### src/tabx_pkg.sv
// constants and types of the table and xor executor
`default_nettype none
package tabx_pkg;
  localparam int PTR_W = 21;
  localparam int DATA_W = 8;
  localparam int INSTR_W = 16;
  localparam int HOLD_N = 8;
  localparam int HOLD_IDX_W = 3;
  localparam int BANK_W = 4;
  localparam int FADDR_W = 12;
  localparam int PM_WORD_W = 16;
  localparam int PM_ADDR_W = 20;
  localparam int AXI_AW = 8;
  localparam int AXI_DW = 32;

  localparam logic [11:0] OPC_TBL_HI = 12'h000;
  localparam logic [1:0] OPC_TBL_RD = 2'h2;
  localparam logic [1:0] OPC_TBL_WR = 2'h3;
  localparam logic [7:0] OPC_XORL = 8'h0a;
  localparam logic [5:0] OPC_XORF = 6'h06;
  localparam logic [6:0] OPC_TSTZ = 7'h33;

  localparam logic [1:0] MODE_KEEP = 2'h0;
  localparam logic [1:0] MODE_POST_INC = 2'h1;
  localparam logic [1:0] MODE_POST_DEC = 2'h2;
  localparam logic [1:0] MODE_PRE_INC = 2'h3;

  localparam logic [7:0] ACCESS_SPLIT = 8'h80;
  localparam logic [3:0] ACCESS_LO_BANK = 4'h0;
  localparam logic [3:0] ACCESS_HI_BANK = 4'hf;

  localparam logic [AXI_AW-1:0] REG_PTR = 8'h00;
  localparam logic [AXI_AW-1:0] REG_LATCH = 8'h04;
  localparam logic [AXI_AW-1:0] REG_WREG = 8'h08;
  localparam logic [AXI_AW-1:0] REG_BANK = 8'h0c;
  localparam logic [AXI_AW-1:0] REG_STATUS = 8'h10;
  localparam logic [AXI_AW-1:0] REG_HOLD_BASE = 8'h20;
  localparam logic [AXI_AW-1:0] REG_HOLD_MASK = 8'he0;
  localparam logic [1:0] RESP_OKAY = 2'h0;
  localparam logic [1:0] RESP_SLVERR = 2'h2;

  localparam logic [PTR_W-1:0] PTR_RST = 21'h0_0000;
  localparam logic [DATA_W-1:0] BYTE_RST = 8'h00;
  localparam logic [BANK_W-1:0] BANK_RST = 4'h0;
  localparam logic [PTR_W-1:0] PTR_ONE = 21'h0_0001;

  typedef enum logic [1:0] {PH_Q1 = 2'h0, PH_Q2 = 2'h1, PH_Q3 = 2'h3, PH_Q4 = 2'h2} tabx_phase_e;
  typedef enum logic [1:0] {EX_C1 = 2'h0, EX_C2 = 2'h1, EX_C3 = 2'h3} tabx_exec_e;
  typedef enum logic [2:0] {OP_NONE, OP_TABLE_READ_OP, OP_TABLE_WRITE_OP, OP_XORL, OP_XORF, OP_TSTZ} tabx_op_e;

  typedef struct packed {
    logic [FADDR_W-1:0] addr;
    logic rd;
    logic wr;
    logic [DATA_W-1:0] wdata;
  } tabx_file_req_s;

  typedef struct packed {
    logic [PM_ADDR_W-1:0] addr;
    logic rd;
  } tabx_pm_req_s;
endpackage
`default_nettype wire

### src/tabx_hold_bank.sv
// eight byte holding registers loaded by table writes
`timescale 1ns/100ps
`default_nettype none
module tabx_hold_bank
  import tabx_pkg::*;
(
  input wire logic sys_clk,
  input wire logic rst,
  input wire logic ce,
  input wire logic wr_en,
  input wire logic [HOLD_IDX_W-1:0] wr_idx,
  input wire logic [DATA_W-1:0] wr_data,
  input wire logic [HOLD_IDX_W-1:0] rd_idx,
  output logic [DATA_W-1:0] rd_data
);
  logic [DATA_W-1:0] hold_r [HOLD_N];

  genvar gi;
  generate
    for (gi = 0; gi < HOLD_N; gi++)
    begin : g_hold
      logic [DATA_W-1:0] hold_nxt;
      always_comb
      begin
        hold_nxt = hold_r[gi];
        if (wr_en && (wr_idx == HOLD_IDX_W'(gi)))
          hold_nxt = wr_data;
      end
      always_ff @(posedge sys_clk)
      begin
        if (rst)
          hold_r[gi] <= BYTE_RST;
        else if (ce)
          hold_r[gi] <= hold_nxt;
      end
    end
  endgenerate

  assign rd_data = hold_r[rd_idx];
endmodule
`default_nettype wire

### src/tabx_core.sv
// table access, test-skip and xor execution with axi4-lite register access
//
// Decided for this implementation: the AXI4-Lite interface to the registers and the placing of the registers.
`timescale 1ns/100ps
`default_nettype none
module tabx_core
  import tabx_pkg::*;
(
  input wire logic sys_clk,
  input wire logic rst,
  input wire logic ce,
  input wire logic instr_valid,
  input wire logic [INSTR_W-1:0] instr_word,
  output logic instr_ready,
  input wire logic next_two_word,
  output logic discard_next,
  output tabx_pm_req_s pm_req,
  input wire logic [PM_WORD_W-1:0] pm_rdata,
  output tabx_file_req_s file_req,
  input wire logic [DATA_W-1:0] file_rdata,
  input wire logic [AXI_AW-1:0] s_axi_awaddr,
  input wire logic s_axi_awvalid,
  output logic s_axi_awready,
  input wire logic [AXI_DW-1:0] s_axi_wdata,
  input wire logic [3:0] s_axi_wstrb,
  input wire logic s_axi_wvalid,
  output logic s_axi_wready,
  output logic [1:0] s_axi_bresp,
  output logic s_axi_bvalid,
  input wire logic s_axi_bready,
  input wire logic [AXI_AW-1:0] s_axi_araddr,
  input wire logic s_axi_arvalid,
  output logic s_axi_arready,
  output logic [AXI_DW-1:0] s_axi_rdata,
  output logic [1:0] s_axi_rresp,
  output logic s_axi_rvalid,
  input wire logic s_axi_rready
);
  // opcode decode
  function automatic tabx_op_e tabx_decode(input logic [INSTR_W-1:0] iw);
    tabx_op_e op;
    op = OP_NONE;
    if (iw[15:4] == OPC_TBL_HI && iw[3:2] == OPC_TBL_RD)
      op = OP_TABLE_READ_OP;
    else if (iw[15:4] == OPC_TBL_HI && iw[3:2] == OPC_TBL_WR)
      op = OP_TABLE_WRITE_OP;
    else if (iw[15:8] == OPC_XORL)
      op = OP_XORL;
    else if (iw[15:10] == OPC_XORF)
      op = OP_XORF;
    else if (iw[15:9] == OPC_TSTZ)
      op = OP_TSTZ;
    return op;
  endfunction

  // bank selection for file operands
  function automatic logic [FADDR_W-1:0] tabx_file_addr(input logic acc, input logic [7:0] f,
                                                         input logic [BANK_W-1:0] bank_select_register);
    logic [BANK_W-1:0] bank;
    bank = bank_select_register;
    if (!acc)
      bank = (f < ACCESS_SPLIT) ? ACCESS_LO_BANK : ACCESS_HI_BANK;
    return {bank, f};
  endfunction

  // byte-lane merge of a write
  function automatic logic [AXI_DW-1:0] tabx_merge(input logic [AXI_DW-1:0] old_v,
                                                   input logic [AXI_DW-1:0] new_v,
                                                   input logic [3:0] strb);
    logic [AXI_DW-1:0] res;
    res = old_v;
    for (int i = 0; i < 4; i++)
      if (strb[i])
        res[i*8 +: 8] = new_v[i*8 +: 8];
    return res;
  endfunction

  tabx_phase_e q_r, q_nxt;
  tabx_exec_e ex_r, ex_nxt;
  tabx_op_e op_r, op_nxt;
  logic [1:0] mode_r, mode_nxt;
  logic dest_r, dest_nxt;
  logic [DATA_W-1:0] lit_r, lit_nxt;
  logic [DATA_W-1:0] opnd_r, opnd_nxt;
  logic skip_two_r, skip_two_nxt;
  logic [PTR_W-1:0] ptr_r, ptr_nxt;
  logic [DATA_W-1:0] latch_r, latch_nxt;
  logic [DATA_W-1:0] w_r, w_nxt;
  logic [BANK_W-1:0] bsr_r, bsr_nxt;
  logic n_r, n_nxt;
  logic z_r, z_nxt;
  logic ready_r, ready_nxt;
  logic discard_r, discard_nxt;
  tabx_pm_req_s pm_r, pm_nxt;
  tabx_file_req_s file_r, file_nxt;
  logic hold_we;
  logic [DATA_W-1:0] hold_rd;
  tabx_op_e dec_op;

  logic aw_got_r, aw_got_nxt;
  logic w_got_r, w_got_nxt;
  logic [AXI_AW-1:0] awaddr_r, awaddr_nxt;
  logic [AXI_DW-1:0] wdata_r, wdata_nxt;
  logic [3:0] wstrb_r, wstrb_nxt;
  logic awready_r, awready_nxt;
  logic wready_r, wready_nxt;
  logic bvalid_r, bvalid_nxt;
  logic [1:0] bresp_r, bresp_nxt;
  logic arready_r, arready_nxt;
  logic rvalid_r, rvalid_nxt;
  logic [1:0] rresp_r, rresp_nxt;
  logic [AXI_DW-1:0] rdata_r, rdata_nxt;
  logic wr_fire;
  logic [AXI_AW-1:0] wr_addr;
  logic [AXI_DW-1:0] wr_data;
  logic [3:0] wr_strb;
  logic busy;

  assign dec_op = tabx_decode(instr_word);
  assign busy = (ex_r != EX_C1) || (op_r != OP_NONE);

  assign hold_we = ce && q_r == PH_Q4 && ex_r == EX_C2 && op_r == OP_TABLE_WRITE_OP;

  tabx_hold_bank u_hold (
    .sys_clk(sys_clk),
    .rst(rst),
    .ce(ce),
    .wr_en(hold_we),
    .wr_idx(ptr_r[HOLD_IDX_W-1:0]),
    .wr_data(opnd_r),
    .rd_idx(s_axi_araddr[HOLD_IDX_W+1:2]),
    .rd_data(hold_rd)
  );

  // execution sequencing
  always_comb
  begin
    q_nxt = q_r;
    ex_nxt = ex_r;
    op_nxt = op_r;
    mode_nxt = mode_r;
    dest_nxt = dest_r;
    lit_nxt = lit_r;
    opnd_nxt = opnd_r;
    skip_two_nxt = skip_two_r;
    ptr_nxt = ptr_r;
    latch_nxt = latch_r;
    w_nxt = w_r;
    bsr_nxt = bsr_r;
    n_nxt = n_r;
    z_nxt = z_r;
    discard_nxt = 1'b0;
    pm_nxt = pm_r;
    pm_nxt.rd = 1'b0;
    file_nxt = file_r;
    file_nxt.rd = 1'b0;
    file_nxt.wr = 1'b0;
    if (wr_fire)
    begin
      unique case (wr_addr)
        REG_PTR: ptr_nxt = PTR_W'(tabx_merge({11'h000, ptr_r}, wr_data, wr_strb));
        REG_LATCH: latch_nxt = DATA_W'(tabx_merge({24'h00_0000, latch_r}, wr_data, wr_strb));
        REG_WREG: w_nxt = DATA_W'(tabx_merge({24'h00_0000, w_r}, wr_data, wr_strb));
        REG_BANK: bsr_nxt = BANK_W'(tabx_merge({28'h000_0000, bsr_r}, wr_data, wr_strb));
        default: ;
      endcase
    end
    unique case (q_r)
      PH_Q1: q_nxt = PH_Q2;
      PH_Q2: q_nxt = PH_Q3;
      PH_Q3: q_nxt = PH_Q4;
      PH_Q4: q_nxt = PH_Q1;
    endcase
    unique case (ex_r)
      EX_C1:
      begin
        unique case (q_r)
          PH_Q1:
          begin
            op_nxt = (instr_valid && ready_r) ? dec_op : OP_NONE;
            mode_nxt = instr_word[1:0];
            dest_nxt = instr_word[9];
            lit_nxt = instr_word[7:0];
            file_nxt.addr = tabx_file_addr(instr_word[8], instr_word[7:0], bsr_r);
            file_nxt.rd = instr_valid && ready_r && (dec_op == OP_XORF || dec_op == OP_TSTZ);
          end
          PH_Q2:
            opnd_nxt = (op_r == OP_XORL) ? lit_r : file_rdata;
          PH_Q3:
          begin
            if (op_r == OP_XORL || op_r == OP_XORF)
            begin
              opnd_nxt = w_r ^ opnd_r;
              file_nxt.wdata = w_r ^ opnd_r;
              file_nxt.wr = (op_r == OP_XORF) && dest_r;
            end
            skip_two_nxt = next_two_word;
          end
          PH_Q4:
          begin
            // xor result (literal, or file with dest clear) to w; literal and file xor result to n and z
            if (op_r == OP_XORL || (op_r == OP_XORF && !dest_r))
              w_nxt = opnd_r;
            if (op_r == OP_XORL || op_r == OP_XORF)
            begin
              n_nxt = opnd_r[DATA_W-1];
              z_nxt = (opnd_r == BYTE_RST);
            end
            if ((op_r == OP_TABLE_READ_OP || op_r == OP_TABLE_WRITE_OP) && mode_r == MODE_PRE_INC)
              ptr_nxt = ptr_r + PTR_ONE;
            if (op_r == OP_TABLE_READ_OP || op_r == OP_TABLE_WRITE_OP)
              ex_nxt = EX_C2;
            if (op_r == OP_TSTZ && opnd_r == BYTE_RST)
            begin
              discard_nxt = 1'b1;
              ex_nxt = EX_C2;
            end
            else if (op_r == OP_TSTZ)
              op_nxt = OP_NONE;
          end
        endcase
      end
      EX_C2:
      begin
        unique case (q_r)
          PH_Q1:
          begin
            pm_nxt.addr = ptr_r[PTR_W-1:1];
            pm_nxt.rd = (op_r == OP_TABLE_READ_OP);
          end
          PH_Q2:
          begin
            if (op_r == OP_TABLE_READ_OP)
              opnd_nxt = ptr_r[0] ? pm_rdata[PM_WORD_W-1:DATA_W] : pm_rdata[DATA_W-1:0];
            else if (op_r == OP_TABLE_WRITE_OP)
              opnd_nxt = latch_r;
          end
          PH_Q3: ;
          PH_Q4:
          begin
            if (op_r == OP_TABLE_READ_OP)
              latch_nxt = opnd_r;
            if ((op_r == OP_TABLE_READ_OP || op_r == OP_TABLE_WRITE_OP) && mode_r == MODE_POST_INC)
              ptr_nxt = ptr_r + PTR_ONE;
            if ((op_r == OP_TABLE_READ_OP || op_r == OP_TABLE_WRITE_OP) && mode_r == MODE_POST_DEC)
              ptr_nxt = ptr_r - PTR_ONE;
            ex_nxt = (op_r == OP_TSTZ && skip_two_r) ? EX_C3 : EX_C1;
            if (!(op_r == OP_TSTZ && skip_two_r))
              op_nxt = OP_NONE;
          end
        endcase
      end
      EX_C3:
      begin
        if (q_r == PH_Q4)
        begin
          ex_nxt = EX_C1;
          op_nxt = OP_NONE;
        end
      end
      default:
        ex_nxt = EX_C1;
    endcase
    ready_nxt = (q_nxt == PH_Q1) && (ex_nxt == EX_C1);
  end

  always_ff @(posedge sys_clk)
  begin
    if (rst)
    begin
      q_r <= PH_Q1;
      ex_r <= EX_C1;
      op_r <= OP_NONE;
      mode_r <= MODE_KEEP;
      dest_r <= 1'b0;
      lit_r <= BYTE_RST;
      opnd_r <= BYTE_RST;
      skip_two_r <= 1'b0;
      ptr_r <= PTR_RST;
      latch_r <= BYTE_RST;
      w_r <= BYTE_RST;
      bsr_r <= BANK_RST;
      n_r <= 1'b0;
      z_r <= 1'b0;
      ready_r <= 1'b1;
      discard_r <= 1'b0;
      pm_r <= '0;
      file_r <= '0;
    end
    else if (ce)
    begin
      q_r <= q_nxt;
      ex_r <= ex_nxt;
      op_r <= op_nxt;
      mode_r <= mode_nxt;
      dest_r <= dest_nxt;
      lit_r <= lit_nxt;
      opnd_r <= opnd_nxt;
      skip_two_r <= skip_two_nxt;
      ptr_r <= ptr_nxt;
      latch_r <= latch_nxt;
      w_r <= w_nxt;
      bsr_r <= bsr_nxt;
      n_r <= n_nxt;
      z_r <= z_nxt;
      ready_r <= ready_nxt;
      discard_r <= discard_nxt;
      pm_r <= pm_nxt;
      file_r <= file_nxt;
    end
  end

  // axi4-lite slave
  always_comb
  begin
    aw_got_nxt = aw_got_r || (s_axi_awvalid && awready_r);
    w_got_nxt = w_got_r || (s_axi_wvalid && wready_r);
    awaddr_nxt = (s_axi_awvalid && awready_r) ? s_axi_awaddr : awaddr_r;
    wdata_nxt = (s_axi_wvalid && wready_r) ? s_axi_wdata : wdata_r;
    wstrb_nxt = (s_axi_wvalid && wready_r) ? s_axi_wstrb : wstrb_r;
    wr_addr = awaddr_nxt;
    wr_data = wdata_nxt;
    wr_strb = wstrb_nxt;
    bvalid_nxt = bvalid_r && !s_axi_bready;
    bresp_nxt = bresp_r;
    wr_fire = aw_got_nxt && w_got_nxt && !bvalid_r;
    if (wr_fire)
    begin
      aw_got_nxt = 1'b0;
      w_got_nxt = 1'b0;
      bvalid_nxt = 1'b1;
      bresp_nxt = (wr_addr == REG_PTR || wr_addr == REG_LATCH || wr_addr == REG_WREG ||
                   wr_addr == REG_BANK) ? RESP_OKAY : RESP_SLVERR;
    end
    awready_nxt = !aw_got_nxt && !bvalid_nxt;
    wready_nxt = !w_got_nxt && !bvalid_nxt;
    rvalid_nxt = rvalid_r && !s_axi_rready;
    rresp_nxt = rresp_r;
    rdata_nxt = rdata_r;
    if (s_axi_arvalid && arready_r)
    begin
      rvalid_nxt = 1'b1;
      rresp_nxt = RESP_OKAY;
      rdata_nxt = '0;
      if ((s_axi_araddr & REG_HOLD_MASK) == REG_HOLD_BASE)
        rdata_nxt = {24'h00_0000, hold_rd};
      else
      begin
        unique case (s_axi_araddr)
          REG_PTR: rdata_nxt = {11'h000, ptr_r};
          REG_LATCH: rdata_nxt = {24'h00_0000, latch_r};
          REG_WREG: rdata_nxt = {24'h00_0000, w_r};
          REG_BANK: rdata_nxt = {28'h000_0000, bsr_r};
          REG_STATUS: rdata_nxt = {29'h0000_0000, busy, z_r, n_r};
          default: rresp_nxt = RESP_SLVERR;
        endcase
      end
    end
    arready_nxt = !rvalid_nxt;
  end

  always_ff @(posedge sys_clk)
  begin
    if (rst)
    begin
      aw_got_r <= 1'b0;
      w_got_r <= 1'b0;
      awaddr_r <= '0;
      wdata_r <= '0;
      wstrb_r <= '0;
      awready_r <= 1'b0;
      wready_r <= 1'b0;
      bvalid_r <= 1'b0;
      bresp_r <= RESP_OKAY;
      arready_r <= 1'b0;
      rvalid_r <= 1'b0;
      rresp_r <= RESP_OKAY;
      rdata_r <= '0;
    end
    else if (ce)
    begin
      aw_got_r <= aw_got_nxt;
      w_got_r <= w_got_nxt;
      awaddr_r <= awaddr_nxt;
      wdata_r <= wdata_nxt;
      wstrb_r <= wstrb_nxt;
      awready_r <= awready_nxt;
      wready_r <= wready_nxt;
      bvalid_r <= bvalid_nxt;
      bresp_r <= bresp_nxt;
      arready_r <= arready_nxt;
      rvalid_r <= rvalid_nxt;
      rresp_r <= rresp_nxt;
      rdata_r <= rdata_nxt;
    end
  end

  assign instr_ready = ready_r;
  assign discard_next = discard_r;
  assign pm_req = pm_r;
  assign file_req = file_r;
  assign s_axi_awready = awready_r;
  assign s_axi_wready = wready_r;
  assign s_axi_bvalid = bvalid_r;
  assign s_axi_bresp = bresp_r;
  assign s_axi_arready = arready_r;
  assign s_axi_rvalid = rvalid_r;
  assign s_axi_rresp = rresp_r;
  assign s_axi_rdata = rdata_r;
endmodule
`default_nettype wire

### config.mk
export PLATFORM = sky130hd
export DESIGN_NAME = tabx_core
export DESIGN_NICKNAME = d
export VERILOG_FILES = /design/src/tabx_pkg.sv /design/src/tabx_hold_bank.sv /design/src/tabx_core.sv
export SDC_FILE = /design/constraint.sdc
export NUM_CORES = 1
export LEC_CHECK = 0
export BUFFER_PORTS_ARGS = -buffer_cell sky130_fd_sc_hd__buf_2
export CORE_MARGIN = 5
export CORE_UTILIZATION = 55
export CTS_BUF_LIST = sky130_fd_sc_hd__clkbuf_16
export DETAILED_ROUTE_END_ITERATION = 12
export PLACE_DENSITY = 0.77
export SYNTH_ARGS = -nofsm -noshare
export SYNTH_HDL_FRONTEND = slang
export SYNTH_SLANG_ARGS = --single-unit
export TNS_END_PERCENT = 30
### constraint.sdc
create_clock -name sys_clk -period 6.25 [get_ports sys_clk]
set_input_delay 1.25 -clock sys_clk [delete_from_list [all_inputs] [get_ports sys_clk]]
set_output_delay 1.25 -clock sys_clk [all_outputs]
set_load 0.03 [all_outputs]
After elaboration in Yosys (flattened, before gate mapping)
Memory sizes are Yosys's and may differ from the RTL's.
Cells that the tools add are included.
{"block": "op_classes", "n_addsub": 2, "n_lt_le_gt_ge": 1, "eq_ne": 53, "muxes": 96, "bitwise_logic": 9, "n_reduce_logical": 82}
{"operator": "2-to-1 mux 8 bit", "count": 37}
{"operator": "2-to-1 mux 21 bit", "count": 8}
{"operator": "case mux 21 bit (5 select lines)", "count": 1}
{"operator": "case mux 21 bit (2 select lines)", "count": 1}
{"operator": "equality test 8 x 4 -> 1 bit (second input constant)", "count": 5}
{"operator": "2-to-1 mux 3 bit", "count": 12}
{"operator": "logical AND 1 bit", "count": 32}
{"operator": "case mux 8 bit (2 select lines)", "count": 2}
{"operator": "equality test 3 bit (second input constant)", "count": 8}
{"operator": "logical NOT 8 bit", "count": 3}
{"operator": "2-to-1 mux 24 bit", "count": 1}
{"operator": "adder 21 x 1 -> 21 bit (second input constant)", "count": 1}
{"operator": "subtractor 21 x 1 -> 21 bit (second input constant)", "count": 1}
{"operator": "AND reduction 2 bit", "count": 10}
{"operator": "2-to-1 mux 2 bit", "count": 9}
{"operator": "2-to-1 mux 9 bit", "count": 2}
{"operator": "equality test 8 x 3 -> 1 bit (second input constant)", "count": 2}
{"operator": "2-to-1 mux 1 bit", "count": 15}
{"operator": "equality test 2 bit (second input constant)", "count": 7}
{"operator": "equality test 3 x 2 -> 1 bit (second input constant)", "count": 4}
{"operator": "logical NOT 12 bit", "count": 1}
{"operator": "inequality test 3 bit (second input constant)", "count": 4}
{"operator": "AND reduction 4 bit", "count": 3}
{"operator": "logical OR 1 bit", "count": 10}
{"operator": "other kinds (29)", "count": 64}
{"block": "word_totals", "ff_bits": 193, "mem_bits_rw": 64, "output_inout_bits": 86, "n_memories": 1}
{"memory": "u_hold.hold_r", "words": 8, "word_bits": 8, "rd": 1, "rd_clocked_by_memory_dff": 0, "write_ports": 8, "line_no": "tabx_hold_bank.sv:16", "rtl": "logic [DATA_W-1:0] hold_r [HOLD_N];"}

Logic depth before layout (Yosys ltp)
{"block": "depth", "depth_word": 11, "ltp_mapped": 11}

Hierarchy
From an unflattened synthesis, not the netlist that was laid out.
{"block": "hier_totals", "cells_unflattened": 1395, "area_unflattened_um2": 12482.0}
{"mod": "tabx_core", "n_inst": 1, "cells_each": 1201, "area_each_um2": 9486.6, "seq_area_each_um2": 3343.2}
{"mod": "tabx_hold_bank", "n_inst": 1, "cells_each": 194, "area_each_um2": 2995.4, "seq_area_each_um2": 1921.8}

Worst setup path before layout
No wires, ideal clock.
{"block": "synth_timing", "path_type": "input to register", "from": "input s_axi_araddr[2]", "to": "register rdata_r[2] (netlist: s_axi_rdata[2])", "setup_time_ns": 0.132, "t_arrival_ns": 3.067, "required_time_ns": 6.118, "path_slack_ns": 3.051, "path_stages": 7, "path_buffers": 2, "path_cell_list": "clkbuf_1 -> buf_2 -> mux4_2 -> inv_1 -> o21ai_0 -> a221oi_1 -> nor3_1"}
{"block": "synth_via", "elab_chain_cells": 3, "word_cells_on_any_way": 8}
{"element": "from (decl)", "line_no": "tabx_core.sv:31", "rtl": "input wire logic [AXI_AW-1:0] s_axi_araddr,"}
{"element": "equality test 8 x 5 -> 1 bit (tied with other cells)", "line_no": "tabx_core.sv:349", "rtl": "unique case (s_axi_araddr)"}
{"element": "case mux 21 bit (5 select lines)", "line_no": "tabx_core.sv:349"}
{"element": "2-to-1 mux 21 bit (*)", "line_no": "tabx_core.sv:345", "rtl": "if ((s_axi_araddr & REG_HOLD_MASK) == REG_HOLD_BASE)"}
{"element": "to (signal assigned)", "line_no": "tabx_core.sv:394", "rtl": "rdata_r <= rdata_nxt;"}
{"element": "to (decl)", "line_no": "tabx_core.sv:112", "rtl": "logic [AXI_DW-1:0] rdata_r, rdata_nxt;"}
Mark *: on every way between the ends. The rest lies on a longest branch, timed or not.
A chain may end at the register's enable or synchronous reset.

==> flow_metrics.env <==
export IMPL_filler_cell_count=1925
export IMPL_grt_pass1_wl_um=57940
export IMPL_cap_violations=0
export IMPL_layout_commonest_cell="nand2_1"
export IMPL_async_flop_share_pct=0
export IMPL_yosys_area_top_type="dfxtp_1"
export IMPL_synth_area_um2=12670
export IMPL_clk_pin_slew_ns=0.06
export IMPL_grt_max_degree=81
export IMPL_die_w_um=161.8
export IMPL_tightest_slew_ns=1.101
export IMPL_post_cts_buffers=0
export IMPL_initial_core_util_pct=55.94
export IMPL_status="completed"
export IMPL_fin_tns_setup_ns=0
export IMPL_areaGrowthSynthToFinish_pct=12.13
export IMPL_maxSlewHeadroom_pct=26.48
export IMPL_wl_um=36570
export IMPL_cp_slowest_cell="nor3_1"
export IMPL_antenna_cells=0
export IMPL_clockRootBuffer="clkbuf_16"
export IMPL_setup_violations_final=0
export IMPL_core_area_um2=22640
export IMPL_syn_instance_count=1467
export IMPL_critPathTopFamily="simple AND/OR/NAND/NOR gates"
export IMPL_cts_buffers_inserted=25
export IMPL_vias_per_cell=6.298
export IMPL_hold_viol_final=0
export IMPL_avgSynthCellArea_um2=8.634
export IMPL_synth_edff_count=64
export IMPL_cellPowerDensity_nw_per_um2=244.2
export IMPL_drc=0
export IMPL_critical_path_cell_chain="buf_2 -> buf_4 -> inv_1 -> nor2_1 -> nand2_1 -> nor3_1 -> or2_2"
export IMPL_cts_tree="yes"
export IMPL_slew_viol_final=0
export IMPL_dp_hpwl_um=25690
export IMPL_first_global_vias=10690
export IMPL_overflow=0
export IMPL_holdBufCountCts=0
export IMPL_htreeDepth=1
export IMPL_fmax_mhz=272.0
export IMPL_ys_warn_count=0
export IMPL_final_cells=1844
export IMPL_io_buffer_count=162
export IMPL_drt_iter0_markers=1353
export IMPL_grt_antenna_before_repair=1
export IMPL_hold_class="flop to flop"
export IMPL_path_class="primary input to flop"
export IMPL_start_kind="primary input"
export IMPL_final_cell_mix="186 x nand2_1, 167 x dfxtp_1, 161 x buf_2"
export IMPL_vias=11610
export IMPL_wl_per_cell_um=19.83
export IMPL_routabilityCongestion=0.9335
export IMPL_peakVddDrop_v=0.0001597
export IMPL_power_leakage_nw=5.364
export IMPL_layout_min_cycle_time_ns=3.677
export IMPL_grt_usage_pct=26.99
export IMPL_synth_seq_cells=231
export IMPL_finClkSkew_ns=0.01024
export IMPL_nets=1650
export IMPL_cts_max_path_buffers=3
export IMPL_first_pass_iters=5
export IMPL_cpPeakStageDelay_ns=0.77
export IMPL_rows=55
export IMPL_dp_cells=1799
export IMPL_cp_required_ns=6.45
export IMPL_rrSetupSlack_ns=2.99
export IMPL_ant_nets=0
export IMPL_die_y_um=161.8
export IMPL_synth_top_area_share_pct=26.40
export IMPL_drive_above_1_share_pct=17.45
export IMPL_synth_cell_types=75
export IMPL_die_area_um2=26160
export IMPL_clk_latency_ns=0.52
export IMPL_critPathMaxFanout=37
export IMPL_crit_path_end_kind="flop"
export IMPL_post_cts_resized=0
export IMPL_fin_crit_sh_pct=58.83
export IMPL_ys_seq_area_share_pct=41.57
export IMPL_cts_sinks=231
export IMPL_synth_area_leaders="dfxtp_1 26%, edfxtp_1 15%, nand2_1 5.5%"
export IMPL_crit_arrival_ns=3.88
export IMPL_synth_ff_type="dfxtp_1"
export IMPL_ios=188
export IMPL_rsz0062_at_grt="false"
export IMPL_worst_path_buf_inv=3
power breakdown:
group / switching, mW / internal [mW] / total [mW]
Combinational: 0.242 / 0.134 / 0.376
Clock: 0.597 / 0.849 / 1.45
Sequential: 0.0657 / 1.58 / 1.65
Total: 0.904 / 2.56 / 3.47
final cells by class:
class                           instances  area, µm²  area share (%)
Multi-Input combinational cell       1080       6770           47.67
Sequential cell                       231       5265           37.07
Timing Repair Buffer                  175      910.9           6.414
Clock buffer                           25      625.6           4.405
Tap cell                              285      356.6           2.511
Clock inverter                         20      168.9           1.189
Inverter                               28      105.1          0.7400
sequential cells by signal (all words and copies together), names as in the netlist, 15 cells and up:
signal and cells:
u_hold.hold_r 64, ptr_r 21, file_req 15, pm_req 21
s_axi_rdata 21, wdata_r 21
per-stage QoR:
step                total power, mW  hold slack [ns]  setup slack, ns  util (%)  instance area [µm²]
floorplan                     1.925           0.4311            3.051         -                12710
global placement              2.039           0.4382            2.165     59.22                13410
detailed placement            2.047           0.4441            2.018     59.22                13410
CTS                           3.481           0.4528            2.573     62.73                14200
global route                  3.582           0.4654            2.381     62.73                14200
finish                        3.468           0.4493            2.573     62.73                14200
final timing paths:
| path | cells past startpoint | end | startpoint |
|---|---|---|---|
| worst max-delay path | 7 | u_hold.hold_r[0][3]$_SDFFCE_PN0P_ | ce |
| worst min-delay path | 2 | pm_req[8]$_SDFFE_PP0P_ | pm_req[8]$_SDFFE_PP0P_ |
| worst max register to register | 6 | ptr_r[4]$_SDFFE_PP0P_ | ex_r[0]$_SDFFE_PP0P_ |
| worst min register to register | 2 | pm_req[8]$_SDFFE_PP0P_ | pm_req[8]$_SDFFE_PP0P_ |
tightest hold or removal path: stages (launching register included):
cell and delay (ns):
dfxtp_1 0.30, nand2_1 0.05, a21oi_1 0.05
logic make-up (layout without fill, tap and decap cells):
group / Yosys count / count (layout) / share of synthesized area (%)
AND/OR/NAND/NOR: 599 / 599 / 23.40
other: 1 / 13 / 0.02961
adder cells (fa/ha/maj): 7 / 7 / 0.6915
flip-flops: 231 / 231 / 41.57
AO/OA/AOI/OAI: 363 / 363 / 19.14
multiplexers: 80 / 80 / 8.456
XOR/XNOR: 18 / 18 / 1.245
buffers and inverters: 168 / 248 / 5.463
Yosys cell counts, types with 6 or more instances:
library cell  instances
and4_1                7
nand2b_1              9
inv_1                28
ha_1                  7
nand3b_1              7
or3_1                 9
o21ai_0              59
a221oi_1             15
o21a_1                6
mux2_2               16
and3_1               14
or2_2                16
edfxtp_1             64
o31ai_1               9
a21oi_1              91
nor2_1              126
mux2i_1              44
a311oi_1             13
mux4_2               20
dfxtp_1             167
and2_1               68
clkbuf_1            110
a31oi_1              16
a211oi_1             37
o22ai_1              12
o211ai_1             23
xor2_1                7
a22oi_1              26
nor4_1               17
a211o_1               6
xnor2_1              11
buf_1                12
nand3_1              44
nand2_1             186
or4_1                16
nor3_1               38
a21o_1                6
buf_4                13
nand4_1              20
per-layer routing:
metal	track usage [%]	routed length, µm	up-vias
li1	-	-	5512
met1	39.70	16030	5416
met2	41.57	15940	604
met3	4.491	3506	80
met4	7.190	1086	2
met5	0	7	-
Power figures use the tool's default switching activity.
